$ cat src/hw/hcf_regs.svh
// Offsets, bit positions and reset values of the host control flags
`ifndef HCF_REGS_SVH
`define HCF_REGS_SVH

`define HCF_ADDR_W          8
`define HCF_SET_OFS         8'h50
`define HCF_CLR_OFS         8'h54

`define HCF_BIT_ROM_VALID   31
`define HCF_BIT_SWAP_BYPASS 30
`define HCF_BIT_LATE_ACK    29
`define HCF_RSV_HI          28
`define HCF_RSV_LO          24
`define HCF_BIT_CFG_OWNER   23

`define HCF_RST_ROM_VALID   1'b0
`define HCF_RST_SWAP_BYPASS 1'b0
`define HCF_RST_LATE_ACK    1'b0
`define HCF_RST_CFG_OWNER   1'b1
`define HCF_RST_RDATA       32'h0000_0000

`endif

$ cat src/hw/hcf_pkg.sv
// Types shared by the host control flag block
package hcf_pkg;

	typedef enum logic [3:0] {
		HCF_ACK_COMPLETE   = 4'h1,
		HCF_ACK_PENDING    = 4'h2,
		HCF_ACK_TARDY      = 4'hB,
		HCF_ACK_TYPE_ERROR = 4'hE
	} hcf_ack_type;

	typedef enum logic [1:0] {
		HCF_REQ_OTHER     = 2'b00,
		HCF_REQ_ROM_BLOCK = 2'b01,
		HCF_REQ_ROM_LOCK  = 2'b10
	} hcf_req_type;

endpackage : hcf_pkg

$ cat src/hw/hcf_flags_if.sv
// Flag levels passed from the register bank to the acknowledge unit
`timescale 1ns/1ps
interface hcf_flags_if;
	logic link_active;
	logic rom_image_valid;
	logic late_ack_permit;

	modport owner (output link_active, output rom_image_valid, output late_ack_permit);
	modport user  (input link_active, input rom_image_valid, input late_ack_permit);
endinterface : hcf_flags_if

$ cat src/hw/hcf_swap.sv
// DMA data byte swapper, registered
`timescale 1ns/1ps
module hcf_swap #(
	parameter int W = 32
) (
	input  wire logic         clock,
	input  wire logic         rst_n,
	input  wire logic         bypass,
	input  wire logic         in_valid,
	input  wire logic [W-1:0] in_data,
	output logic              out_valid,
	output logic [W-1:0]      out_data
);
	function automatic logic [W-1:0] byte_rev(input logic [W-1:0] d);
		logic [W-1:0] r;
		r = '0;
		for (int i = 0; i < W / 8; i++) begin
			r[8*i +: 8] = d[W-8-8*i +: 8];
		end
		return r;
	endfunction : byte_rev

	always_ff @(posedge clock) begin
		if (!rst_n) begin
			out_valid <= 1'b0;
		end else begin
			out_valid <= in_valid;
		end
	end

	always_ff @(posedge clock) begin
		if (!rst_n) begin
			out_data <= '0;
		end else if (in_valid) begin
			out_data <= bypass ? in_data : byte_rev(in_data);
		end
	end
endmodule : hcf_swap

$ cat src/hw/hcf_ack.sv
// Acknowledge decision for asynchronous requests addressed to this node
`timescale 1ns/1ps
module hcf_ack (
	input  wire logic         clock,
	input  wire logic         rst_n,
	hcf_flags_if.user         flg,
	input  wire logic         req_valid,
	input  hcf_pkg::hcf_req_type req_kind,
	output logic              ack_valid,
	output hcf_pkg::hcf_ack_type ack_code,
	output logic              rom_serve,
	output logic              fwd_valid,
	output logic              tardy_event
);
	import hcf_pkg::*;

	logic take;
	logic is_rom;
	assign take   = req_valid && flg.link_active;
	assign is_rom = (req_kind == HCF_REQ_ROM_BLOCK) || (req_kind == HCF_REQ_ROM_LOCK);

	always_ff @(posedge clock) begin
		if (!rst_n) begin
			ack_valid   <= 1'b0;
			ack_code    <= HCF_ACK_COMPLETE;
			rom_serve   <= 1'b0;
			fwd_valid   <= 1'b0;
			tardy_event <= 1'b0;
		end else begin
			ack_valid   <= 1'b0;
			rom_serve   <= 1'b0;
			fwd_valid   <= 1'b0;
			tardy_event <= 1'b0;
			if (take) begin
				if (flg.late_ack_permit) begin
					ack_valid   <= 1'b1;
					ack_code    <= HCF_ACK_TARDY;
					tardy_event <= 1'b1;
				end else if (is_rom && flg.rom_image_valid) begin
					ack_valid <= 1'b1;
					ack_code  <= HCF_ACK_PENDING;
					rom_serve <= 1'b1;
				end else if (is_rom) begin
					ack_valid <= 1'b1;
					ack_code  <= HCF_ACK_TYPE_ERROR;
				end else begin
					fwd_valid <= 1'b1;
				end
			end
		end
	end
endmodule : hcf_ack

$ cat src/hw/hcf_host_ctrl.sv
// Host control upper flags: set/clear register pair, acknowledge and swap control
`timescale 1ns/1ps
`include "hcf_regs.svh"
module hcf_host_ctrl #(
	parameter int DMA_W = 32
) (
	input  wire logic                      clock,
	input  wire logic                      rst_n,
	input  wire logic [`HCF_ADDR_W-1:0]    reg_addr,
	input  wire logic                      reg_wr,
	input  wire logic                      reg_rd,
	input  wire logic [31:0]               reg_wdata,
	output logic [31:0]                    reg_rdata,
	output logic                           reg_rvalid,
	input  wire logic                      link_active,
	input  wire logic                      sw_reset,
	input  wire logic                      bus_reset,
	input  wire logic                      bib_fetch_error,
	input  wire logic                      eeprom_load,
	input  wire logic                      eeprom_owner,
	input  wire logic                      req_valid,
	input  hcf_pkg::hcf_req_type           req_kind,
	output logic                           ack_valid,
	output hcf_pkg::hcf_ack_type           ack_code,
	output logic                           rom_serve,
	output logic                           fwd_valid,
	output logic                           tardy_event,
	output logic                           rom_regs_reload,
	output logic                           rom_image_valid,
	output logic                           swap_bypass,
	output logic                           late_ack_permit,
	output logic                           enhancement_config_owner,
	input  wire logic                      dma_in_valid,
	input  wire logic [DMA_W-1:0]          dma_in_data,
	output logic                           dma_out_valid,
	output logic [DMA_W-1:0]               dma_out_data
);
	import hcf_pkg::*;

	logic        rom_image_valid_r;
	logic        swap_bypass_r;
	logic        late_ack_permit_r;
	logic        cfg_owner_r;
	logic        reload_r;
	logic [31:0] rdata_r;
	logic        rvalid_r;
	logic        set_hit;
	logic        clr_hit;
	logic        map_hit;
	logic [31:0] flags_view;

	hcf_flags_if flg ();

	// Both ports decode on the full offset; any other offset reads zero
	assign set_hit = reg_wr && (reg_addr == `HCF_SET_OFS);
	assign clr_hit = reg_wr && (reg_addr == `HCF_CLR_OFS);
	assign map_hit = (reg_addr == `HCF_SET_OFS) || (reg_addr == `HCF_CLR_OFS);

	// Lower half and bits 22..16 belong to neighbouring logic and read zero here
	always_comb begin
		flags_view                        = 32'h0000_0000;
		flags_view[`HCF_BIT_ROM_VALID]    = rom_image_valid_r;
		flags_view[`HCF_BIT_SWAP_BYPASS]  = swap_bypass_r;
		flags_view[`HCF_BIT_LATE_ACK]     = late_ack_permit_r;
		flags_view[`HCF_BIT_CFG_OWNER]    = cfg_owner_r;
	end

	// Clear port has no effect on this bit; only the three causes below drop it
	always_ff @(posedge clock) begin
		if (!rst_n || sw_reset || bib_fetch_error) begin
			rom_image_valid_r <= `HCF_RST_ROM_VALID;
		end else if (set_hit && reg_wdata[`HCF_BIT_ROM_VALID] && !link_active) begin
			rom_image_valid_r <= 1'b1;
		end
	end

	always_ff @(posedge clock) begin
		if (!rst_n || sw_reset) begin
			swap_bypass_r <= `HCF_RST_SWAP_BYPASS;
		end else if (set_hit && reg_wdata[`HCF_BIT_SWAP_BYPASS]) begin
			swap_bypass_r <= 1'b1;
		end else if (clr_hit && reg_wdata[`HCF_BIT_SWAP_BYPASS]) begin
			swap_bypass_r <= 1'b0;
		end
	end

	// Bus manager status is unknown here, so the hardware cannot refuse this set
	always_ff @(posedge clock) begin
		if (!rst_n || sw_reset) begin
			late_ack_permit_r <= `HCF_RST_LATE_ACK;
		end else if (set_hit && reg_wdata[`HCF_BIT_LATE_ACK]) begin
			late_ack_permit_r <= 1'b1;
		end else if (clr_hit && reg_wdata[`HCF_BIT_LATE_ACK]) begin
			late_ack_permit_r <= 1'b0;
		end
	end

	// Owner bit ignores both ports; software reset keeps the EEPROM value
	always_ff @(posedge clock) begin
		if (!rst_n) begin
			cfg_owner_r <= `HCF_RST_CFG_OWNER;
		end else if (eeprom_load) begin
			cfg_owner_r <= eeprom_owner;
		end
	end

	always_ff @(posedge clock) begin
		if (!rst_n) begin
			reload_r <= 1'b0;
		end else begin
			reload_r <= bus_reset && rom_image_valid_r;
		end
	end

	always_ff @(posedge clock) begin
		if (!rst_n) begin
			rvalid_r <= 1'b0;
			rdata_r  <= `HCF_RST_RDATA;
		end else begin
			rvalid_r <= reg_rd;
			if (reg_rd) begin
				rdata_r <= map_hit ? flags_view : 32'h0000_0000;
			end
		end
	end

	assign flg.link_active     = link_active;
	assign flg.rom_image_valid = rom_image_valid_r;
	assign flg.late_ack_permit = late_ack_permit_r;

	hcf_ack u_ack (
		.clock       (clock),
		.rst_n       (rst_n),
		.flg         (flg),
		.req_valid   (req_valid),
		.req_kind    (req_kind),
		.ack_valid   (ack_valid),
		.ack_code    (ack_code),
		.rom_serve   (rom_serve),
		.fwd_valid   (fwd_valid),
		.tardy_event (tardy_event)
	);

	hcf_swap #(
		.W (DMA_W)
	) u_swap (
		.clock     (clock),
		.rst_n     (rst_n),
		.bypass    (swap_bypass_r),
		.in_valid  (dma_in_valid),
		.in_data   (dma_in_data),
		.out_valid (dma_out_valid),
		.out_data  (dma_out_data)
	);

	assign reg_rdata                = rdata_r;
	assign reg_rvalid               = rvalid_r;
	assign rom_regs_reload          = reload_r;
	assign rom_image_valid          = rom_image_valid_r;
	assign swap_bypass              = swap_bypass_r;
	assign late_ack_permit          = late_ack_permit_r;
	assign enhancement_config_owner = cfg_owner_r;
endmodule : hcf_host_ctrl

$ cat config.mk
export PLATFORM = sky130hd
export DESIGN_NAME = hcf_host_ctrl
export DESIGN_NICKNAME = d
export VERILOG_FILES = /design/src/hw/hcf_pkg.sv /design/src/hw/hcf_flags_if.sv /design/src/hw/hcf_swap.sv /design/src/hw/hcf_ack.sv /design/src/hw/hcf_host_ctrl.sv
export VERILOG_INCLUDE_DIRS = /design/src /design/src/hw
export SDC_FILE = /design/constraint.sdc
export NUM_CORES = 1
export LEC_CHECK = 0
export BUFFER_PORTS_ARGS = -buffer_cell sky130_fd_sc_hd__buf_2
export CORE_UTILIZATION = 37
export DETAILED_ROUTE_END_ITERATION = 8
export GPL_ROUTABILITY_DRIVEN = 1
export PLACE_DENSITY_LB_ADDON = 0.25
export SYNTH_ARGS = -nofsm -noshare
export SYNTH_HDL_FRONTEND = slang
export SYNTH_SLANG_ARGS = --single-unit
$ cat constraint.sdc
create_clock -name clock -period 1.1 [get_ports clock]
set_clock_uncertainty 0.1 [all_clocks]
set_input_delay 0.11 -clock clock [delete_from_list [all_inputs] [get_ports clock]]
set_output_delay 0.11 -clock clock [all_outputs]
set_load 0.005 [all_outputs]
# Yosys cells after proc, flatten, opt, wreduce, memory -nomap -nowiden
# Cells that the tools add are included.
[word_totals] regBits=79 latch_bits=0 mem_bits_rw=0 romBits=0 output_inout_bits=79 word_cells=59 mem_count=0
[classes] add_sub_neg=0 multipliers=0 n_div=0 n_lt_le_gt_ge=0 eq_ne=4 shift=0 muxes=15 bitwise_logic=2 reduce_logical=24
[ops] operator="32-bit two-way mux" count=2
[ops] operator="8-bit by 7-bit == test with 1-bit output, second input constant" count=2
[ops] operator="4-bit two-way mux" count=3
[ops] operator="1-bit logical AND" count=11
[ops] operator="1-bit two-way mux" count=10
[ops] operator="1-bit logical OR" count=4
[ops] operator="2-bit AND reduction" count=2
[ops] operator="2-bit nonzero test" count=2
[ops] operator="4-bit OR reduction" count=1
[ops] operator="3-bit nonzero test" count=1
[ops] operator="3-bit OR reduction" count=1
[ops] operator="2-bit by 1-bit == test with 1-bit output, second input constant" count=1
[ops] operator="2-bit == test, second input constant" count=1
[ops] operator="1-bit zero test" count=2
[ops] operator="1-bit inverter" count=2

# Depth between registers and ports, before layout
# Gate-level depths: netlist of run 1.
[depth] word_depth=5 mapped_depth=5 mapped_depth_nobuf=3

# Modules after synthesis
# Synthesis of run 1 repeated with hierarchy kept, for this count alone.
[hier_totals] cells_unflattened=241 area_unflattened_um2=2337.2
[modules_own_cells] module="hcf_swap" instances=1 cells_each=144 area_each_um2=1423.9 seq_area_each_um2=660.6
[modules_own_cells] module="hcf_host_ctrl" instances=1 cells_each=70 area_each_um2=634.4 seq_area_each_um2=200.2
[modules_own_cells] module="hcf_ack" instances=1 cells_each=27 area_each_um2=279.0 seq_area_each_um2=160.2

# Worst setup path after synthesis of run 1
# OpenSTA, ideal clock, no wires.
[synth_timing] kind="register to register" startpoint="reg swap_bypass_r, in the netlist swap_bypass" endpoint="reg u_swap.out_data[10]" setup_ns=0.138 arrival_time_ns=0.932 required_time_ns=0.862 slack_ns=-0.070 stages_incl_launch_ff=5 path_buffers=2 synth_period_minus_slack_ns=1.170 path_cell_list="dfxtp_1 > buf_4 > buf_4 > mux2i_1 > a211oi_1"
[synth_between] elab_chain_cells=1
[synth_lines] item="start, declared" line_no="hcf_host_ctrl.sv:41" text="logic swap_bypass_r;"
[synth_lines] item="start signal, assigned" line_no="hcf_host_ctrl.sv:79" text="swap_bypass_r <= `HCF_RST_SWAP_BYPASS;"
[synth_lines] item="32-bit two-way mux" line_no="hcf_swap.sv:35" text="out_data <= bypass ? in_data : byte_rev(in_data);"
[synth_lines] item="end signal, assigned" line_no="hcf_swap.sv:35"
[synth_lines] item="end, declared" line_no="hcf_swap.sv:12" text="output logic [W-1:0] out_data"
# Every way passes these cells.
# A chain may end at the register's enable or synchronous reset.

# Final worst setup path of run 1
[layout_timing] startpoint="reg swap_bypass_r, in the netlist swap_bypass" endpoint="reg u_swap.out_data[30]"
# The elaborated chain is that of the path after synthesis.

==> results of run 1 <==
## worst paths after layout
kind,from,to,cells after the start
min,reg_wdata[30],swap_bypass$_SDFFE_PP0P_,3
min reg2reg,reg_rdata[30]$_SDFFE_PN0P_,reg_rdata[30]$_SDFFE_PN0P_,2
max,swap_bypass$_SDFFE_PP0P_,u_swap.out_data[30]$_SDFFE_PN0P_,4
max reg2reg,swap_bypass$_SDFFE_PP0P_,u_swap.out_data[30]$_SDFFE_PN0P_,4
## through the flow
| stage | hold WS (ps) | power (W) |
|---|---|---|
| 6_report | 14.2 | 0.00359 |
| 5_1_grt | 12.4 | 0.00381 |
| 4_1_cts | 8.75 | 0.00363 |
| 3_5_place_dp | 178 | 0.00257 |
| 3_3_place_gp | 179 | 0.00256 |
| 2_1_floorplan | 86.4 | 0.00236 |
## registers in the layout, indices dropped and copies added (netlist names)
| register | count |
|---|---|
| u_swap.out_data | 32 |
| reg_rdata | 4 |
| u_ack.ack_code | 4 |
| enhancement_config_owner | 1 |
| late_ack_permit | 1 |
| reg_rvalid | 1 |
| rom_image_valid | 1 |
| rom_regs_reload | 1 |
| swap_bypass | 1 |
| u_ack.ack_valid | 1 |
| u_ack.fwd_valid | 1 |
| u_ack.rom_serve | 1 |
| u_ack.tardy_event | 1 |
| u_swap.out_valid | 1 |
## report_power, final
group	internal, W	switching (W)	leakage (nW)
clock	0.000448	0.000578	0.0422
sequential	0.00194	0.0000488	0.423
combinational	0.000286	0.000287	0.997
## worst max-delay path: cells and delay by family (launching register included)
kind,cells,cell delay (ps)
buf+inv,2,260
mux,1,110
compound gates,1,220
flops,1,390
## cells by family (layout without fill, tap and decap cells)
family          after synthesis  count (layout)
simple gates                 62              62
flops                        51              51
buf+inv                      48             146
compound gates               47              47
mux                          35              35
xor+xnor                      2               2
other cells                   1              28
## per-layer routing
layer,routed length (µm),vias to the layer above,track usage
li1,-,1068,-
met1,2510,985,0.211
met2,2890,68,0.277
met3,253,4,0.0333
met4,57,0,0.0554
met5,0,-,0
## synthesized netlist by cell type (all sizes together)
master   n
a211oi  32
a21o     1
a21oi    6
a221oi   1
a31oi    2
and2     2
and3     1
buf     39
clkbuf   7
conb     1
dfxtp   51
inv      2
mux2i   35
nand2    5
nand2b   5
nand3    1
nand4    6
nor2    34
nor2b    1
nor3     2
nor4     1
nor4b    1
nor4bb   2
o211ai   1
o21a     1
o21ai    2
o311ai   1
or3      1
xnor2    1
xor2     1
## cell type report
class	count	area, µm²
inverter	2	7.51
timing repair buffer	136	887
multi-input combinational	174	1160
fill	571	2770
clock inverter	1	5.00
clock buffer	7	76.3
tap	75	93.8
sequential	51	1030
## what timing repair did
item | 4_1_cts | 5_1_grt
gates resized for setup | 8 | 15
hold buffers | 7 | 0
pin swaps | 11 | 8
hold endpoints to repair | 4 | 0
endpoints found under the setup margin | 28 | 36
gates cloned | 1 | 0
buffers inserted | 3 | 4
==> results.json, run 1 <==
{
  "status": "finished, violations left",
  "violations": "setup timing",
  "cp_max_fo": 6,
  "p_leak_nw": 1.46,
  "n_antenna_cell": 0,
  "drv_slew": 0,
  "rows": 28,
  "clock_path_buffers": 2,
  "synth_mux_area_frac": 0.150,
  "port_buffers": 107,
  "crit_type": "reg2reg",
  "synth_compound_area_frac": 0.145,
  "place_area_um2": 2950,
  "core_um2": 6030,
  "crit_chain": "buf_12 -> buf_16 -> mux2i_1 -> a211oi_1",
  "die_w_um": 81.5,
  "ys_ff_latch": 51,
  "crit_required_ps": 1210,
  "track_usage": 0.165,
  "cap_violations": 0,
  "fmax_ghz": 0.861,
  "synthCells": 246,
  "die_h_um": 81.5,
  "rsz0062_at_grt": "true",
  "clkTransAtPathRegs_ps": 90,
  "hold_path.class": "in2reg",
  "start_util": 0.388,
  "cts.htree.levels": 2,
  "powerDensity_nw_per_um2": 1100,
  "cp-end-kind": "flop",
  "routed_wirelength_um": 5710,
  "layout_common_cells": "buf_2 (104), dfxtp_1 (48), nor2_1 (34), mux2i_1 (33), a211oi_1 (30)",
  "layout_commonest_cell": "buf_2",
  "viasPerCell": 4.76,
  "grt_pass1_wl_um": 8440,
  "cts_root_buf": "clkbuf_8",
  "ys_top_cells_by_area": "dfxtp_1 (44%), mux2i_1 (15%), a211oi_1 (10%)",
  "nets": 456,
  "synth_top_family_by_area": "multiplexers",
  "final_util": 0.540,
  "avgSynthCellArea_um2": 9.51,
  "overflow": 0,
  "rrSetupSlack_ps": -60,
  "ant_nets": 0,
  "dp_slack_ps": -57.6,
  "drive_above_1_share": 0.402,
  "irDropWorstVdd_mv": 0.589,
  "numCtsBuffers": 5,
  "wl_per_cell_um": 12.8,
  "cts_tree": "yes",
  "cp.arrival_ps": 1270,
  "stdcell_area_um2": 3260,
  "grt_max_degree": 66,
  "min_period_ps": 1160,
  "yosys_warnings": 0,
  "synth_area_leader_cell": "dfxtp_1",
  "setup_ws_ps": -61.2,
  "synthXorXnorAreaFrac": 0.00749,
  "synth_top_area_frac": 0.436,
  "cts_sinks": 51,
  "synthAdderAreaFrac": 0,
  "cpPeakStageDelay_ps": 390,
  "worstSkewPairLatency_ps": 290,
  "seq_area_frac_synth": 0.436,
  "first_pass_iters": 4,
  "synth.distinct_cells": 33,
  "syn_area_um2": 2340,
  "grt_pass1_vias": 1809,
  "final_cells": 446,
  "synth_simple_gate_area_frac": 0.129,
  "fin_crit_sh": 1.06,
  "drc": 0,
  "syn_to_final_growth_pct": 39.2,
  "start_kind": "flop",
  "die_area_um2": 6650,
  "drt_iter0_markers": 72,
  "setup_viol": 9,
  "setup_tns_ps": -315,
  "vias": 2125,
  "place_inst": 424,
  "dp_hpwl_um": 3950,
  "finalHoldViolCount": 0,
  "grt_antenna_before_repair": 0,
  "pin_count": 165,
  "finalWeightedCongestion": 0.739,
  "critPathSlowestCell": "dfxtp_4"
}
No activity file was read; power rests on OpenSTA's default activity.
==> run 2, diff against run 1 <==
- TNS_END_PERCENT: not set -> 5
==> run 2 against run 1 <==
Against the previous run:
- first-iteration DRC count increased by 8.3%
- critical path depth unchanged
- via count decreased by 0.38%
- routed wire length decreased by 0.96%
- utilization decreased by 0.71 points
- non-clock buffer count decreased by 4
- final cell count decreased by 0.90%
- sequential share of layout area increased by 0.42 points
- critical path type unchanged
- largest power group unchanged
- the run still ends with setup timing left
- largest cell class unchanged
- global-route usage decreased by 0.094 points
- combinational power decreased by 1%
- highest routed layer unchanged
- register-to-register slack about the same
- setup slack improved by 14 ps
==> results.json, run 2 (synthesized netlist as in run 1, its figures left out) <==
{
  "drive_above_1_share": 0.387,
  "die_area_um2": 6650,
  "finalHoldViolCount": 0,
  "syn_to_final_growth_pct": 37.4,
  "dp_slack_ps": -57.6,
  "min_period_ps": 1150,
  "grt_pass1_wl_um": 8400,
  "finalPower_w": 0.00358,
  "drt_iter0_markers": 78,
  "cpPeakStageDelay_ps": 410,
  "nFillCells": 581,
  "cts_tree": "yes",
  "vias": 2117,
  "top_register": "u_swap.out_data",
  "rows": 28,
  "start_kind": "flop",
  "fin_crit_sh": 1.04,
  "layout_commonest_cell": "buf_2",
  "core_um2": 6030,
  "cp_num_buf_inv": 2,
  "met1_length_um": 2530,
  "crit_chain": "buf_12 -> buf_16 -> mux2i_2 -> a211oi_2",
  "irDropWorstVdd_mv": 0.569,
  "status": "finished, violations left",
  "setup_ws_ps": -46.7,
  "n_antenna_cell": 0,
  "cts_sinks": 51,
  "overflow": 0,
  "layout_common_cells": "buf_2 (104), dfxtp_1 (48), nor2_1 (34), mux2i_1 (33), a211oi_1 (30)",
  "final_util": 0.533,
  "drc": 0,
  "ant_nets": 0,
  "grt_max_degree": 66,
  "stdcell_area_um2": 3210,
  "setup_viol": 9,
  "routed-wl-met2_um": 2810,
  "place_area_um2": 2950,
  "dr_wl_met3_um": 253,
  "die_w_um": 81.5,
  "p_leak_nw": 1.44,
  "rsz0062_at_grt": "true",
  "drv_slew": 0,
  "violations": "setup timing",
  "largest_reg_flops": 32,
  "finalWeightedCongestion": 0.739,
  "cp_max_fo": 6,
  "start_util": 0.388,
  "clkTransAtPathRegs_ps": 90,
  "cp.arrival_ps": 1230,
  "wl_per_cell_um": 12.8,
  "cap_violations": 0,
  "nets": 452,
  "cts_root_buf": "clkbuf_8",
  "hold_path.class": "in2reg",
  "worstSkewPairLatency_ps": 290,
  "clock_path_buffers": 2,
  "final.hold.worst_slack_ps": 14.9,
  "highest_layer": "met4",
  "numCtsBuffers": 5,
  "port_buffers": 107,
  "cp_top_family": "flip-flops",
  "grt_antenna_before_repair": 0,
  "viasPerCell": 4.79,
  "cts.htree.levels": 2,
  "grt_pass1_vias": 1814,
  "pin_count": 165,
  "fmax_ghz": 0.872,
  "track_usage": 0.164,
  "critPathSlowestCell": "dfxtp_4",
  "cp-end-kind": "flop",
  "dp_hpwl_um": 3950,
  "crit_type": "reg2reg",
  "die_h_um": 81.5,
  "crit_required_ps": 1180,
  "powerDensity_nw_per_um2": 1110,
  "routed_wirelength_um": 5650,
  "first_pass_iters": 4
}
## run 2: worst paths after layout
check,start,slack (ps),end,cells past startpoint
setup reg to reg,swap_bypass$_SDFFE_PP0P_,-50,u_swap.out_data[28]$_SDFFE_PN0P_,4
hold / removal,reg_wdata[30],10,swap_bypass$_SDFFE_PP0P_,3
hold reg to reg,reg_rdata[30]$_SDFFE_PN0P_,370,reg_rdata[30]$_SDFFE_PN0P_,2
setup / recovery,swap_bypass$_SDFFE_PP0P_,-50,u_swap.out_data[28]$_SDFFE_PN0P_,4
## run 2: power breakdown
group	internal [W]	leakage, nW	switching (W)	total, W
sequential	0.00194	0.423	0.0000485	0.00199
combinational	0.000284	0.973	0.000284	0.000567
clock	0.000448	0.0422	0.000576	0.00102
total	0.00267	1.44	0.000908	0.00358
## run 2: area by class of cell
type | instances | area [µm²] | share of cell area
multi-input combinational | 174 | 1140 | 0.356
clock buffer | 7 | 76.3 | 0.0237
timing repair buffer | 132 | 857 | 0.267
tap | 75 | 93.8 | 0.0292
inverter | 2 | 7.51 | 0.00234
clock inverter | 1 | 5.00 | 0.00156
sequential | 51 | 1030 | 0.320
## run 2: stage by stage
stage,TNS [ps],std cells
2_1_floorplan,0,273
3_3_place_gp,-210,424
3_5_place_dp,-309,424
4_1_cts,-993,442
5_1_grt,-1360,442
6_report,-270,442
## run 2: timing repair
action | CTS | global route
endpoints found under the setup margin | 28 | 34
gates cloned | 1 | 0
endpoints found under the hold margin | 4 | 0
setup buffers | 2 | 1
gates resized for setup | 5 | 14
pin swaps | 11 | 11
hold buffers | 7 | 0
## run 2: layer usage
metal,vias to the layer above,GRT usage
li1,1058,-
met1,985,0.209
met2,70,0.276
met4,0,0.0554
met5,-,0
met3,4,0.0333
## run 2: worst reg2reg max path: stages (launching register included)
cell and delay [ps]:
dfxtp_4 410, buf_12 120, buf_16 120, mux2i_2 210, a211oi_2 80
==> run 3, diff against run 2 <==
- CORE_UTILIZATION: 37 -> 41
- clock period: 1.1 -> 1.2 ns (I/O delays scaled with it)
==> run 3 against run 2 <==
Against the previous run:
- the run now ends clean
- routed wire length shrank 8.1%
- combinational power shrank 12%
- utilization grew 2.1 points
- non-clock buffer count shrank 8
- final cell count shrank 2.5%
- register-to-register slack gained 140 ps
- total power shrank 9.5%
- critical path type is now reg2out
- hold slack lost 1.1 ps
- largest cell class unchanged
- critical endpoint is now late_ack_permit
==> results.json, run 3 (synthesized netlist as in run 1, its figures left out) <==
{
  "highest_layer": "met4",
  "routed_wirelength_um": 5190,
  "drv_slew": 0,
  "layout_commonest_cell": "buf_2",
  "syn_to_final_growth_pct": 30.6,
  "finalWeightedCongestion": 0.778,
  "power_frac_comb": 0.154,
  "first_pass_iters": 4,
  "clock_path_buffers": 2,
  "drc": 0,
  "cp.arrival_ps": 930,
  "cts.htree.levels": 2,
  "start_kind": "flop",
  "min_period_ps": 1150,
  "rows": 27,
  "finalHoldViolCount": 0,
  "vias": 2055,
  "pin_count": 165,
  "met1_length_um": 2330,
  "clkTransAtPathRegs_ps": 80,
  "start_util": 0.425,
  "overflow": 0,
  "fmax_ghz": 0.866,
  "drive_above_1_share": 0.357,
  "top_register": "u_swap.out_data",
  "port_buffers": 107,
  "setup_tns_ps": 0,
  "viasPerCell": 4.77,
  "crit_type": "reg2out",
  "cp_max_fo": 7,
  "routed-wl-met2_um": 2500,
  "irDropWorstVdd_mv": 0.592,
  "largest_reg_flops": 32,
  "die_w_um": 77.5,
  "drt_iter0_markers": 46,
  "intPower_w": 0.00243,
  "cp-end-kind": "output pin",
  "n_antenna_cell": 0,
  "dp_slack_ps": 31.6,
  "hold_path.class": "in2reg",
  "track_usage": 0.174,
  "wl_per_cell_um": 12.0,
  "seq_power_share": 0.561,
  "setup_ws_ps": 45.3,
  "nets": 444,
  "rsz0062_at_grt": "false",
  "setup_viol": 0,
  "worstSkewPairLatency_ps": 290,
  "power_switching_w": 0.000805,
  "ant_nets": 0,
  "numCtsBuffers": 5,
  "switching_share": 0.248,
  "core_um2": 5510,
  "grt_antenna_before_repair": 0,
  "status": "finished clean",
  "fin_crit_sh": 0.962,
  "grt_pass1_vias": 1838,
  "dr_wl_met3_um": 307,
  "grt_max_degree": 66,
  "die_h_um": 77.5,
  "powerDensity_nw_per_um2": 1060,
  "p_leak_nw": 1.38,
  "power_frac_clock": 0.284,
  "cts_sinks": 51,
  "cap_violations": 0,
  "cts_tree": "yes",
  "die_area_um2": 6010,
  "crit_required_ps": 980,
  "cts_root_buf": "clkbuf_8",
  "grt_pass1_wl_um": 8460,
  "dp_hpwl_um": 3760,
  "layout_common_cells": "buf_2 (106), dfxtp_1 (49), mux2i_1 (35), nor2_1 (34), a211oi_1 (32)"
}
## run 3: changes by cell type in the layout (fill, tap and decap cells not counted), moves of 2 or more
cell and change:
buf_6 -6, a211oi_1 +2, a211oi_2 -2, buf_2 +2
mux2i_1 +2
## run 3: what timing repair did
action | 4_1_cts | 5_1_grt
resized for setup | 5 | 2
buffers inserted | 0 | 1
hold buffers | 6 | 0
pin swaps | 0 | 0
setup endpoints to repair | 2 | 2
hold endpoints to repair | 3 | 0
gates cloned | 0 | 0
## run 3: layer usage
layer,track usage,up-vias
li1,-,1036
met1,0.220,936
met2,0.289,77
met3,0.0400,6
met4,0.0585,0
met5,0,-
## run 3: worst max-delay path: stages, from the launching register on
cell     delay, ps
dfxtp_4        380
buf_4          150
buf_2          120
## run 3: final timing paths
kind / cells past startpoint / startpoint / slack, ps / end
worst max-delay path: 2 / late_ack_permit$_SDFFE_PP0P_ / 50 / late_ack_permit
worst min-delay path: 3 / reg_wdata[29] / 10 / late_ack_permit$_SDFFE_PP0P_
worst max register to register: 3 / swap_bypass$_SDFFE_PP0P_ / 90 / u_swap.out_data[16]$_SDFFE_PN0P_
worst min register to register: 2 / reg_rdata[23]$_SDFFE_PN0P_ / 370 / reg_rdata[23]$_SDFFE_PN0P_
## run 3: power groups by stage
| stage | logic (W) | clock network (W) | registers [W] |
|---|---|---|---|
| after floorplan | 0.000287 | 0 | 0.00187 |
| after global placement | 0.000474 | 0 | 0.00186 |
| after detailed placement | 0.000485 | 0 | 0.00186 |
| after CTS | 0.000503 | 0.000969 | 0.00182 |
| after global routing | 0.000561 | 0.00103 | 0.00183 |
| final | 0.000500 | 0.000920 | 0.00182 |
## run 3: layout make-up
cell class              count  area, µm²
clock buffers               7       76.3
clock inverters             1       5.00
fillers                   546       2450
inverters                   2       7.51
multi-input cells         174       1110
flip-flops and latches     51       1030
well taps                  72       90.1
repair buffers            124        734
## run 3: stage by stage
step           total power [W]  area (µm²)   util  hold slack (ps)  cells
4_1_cts                0.00329        3040  0.552             7.59    430
2_1_floorplan          0.00216        2440      -             96.4    273
3_3_place_gp           0.00233        2880  0.523              197    416
6_report               0.00324        3060  0.555             13.8    431
3_5_place_dp           0.00235        2880  0.523              195    416
5_1_grt                0.00343        3060  0.555             8.65    431
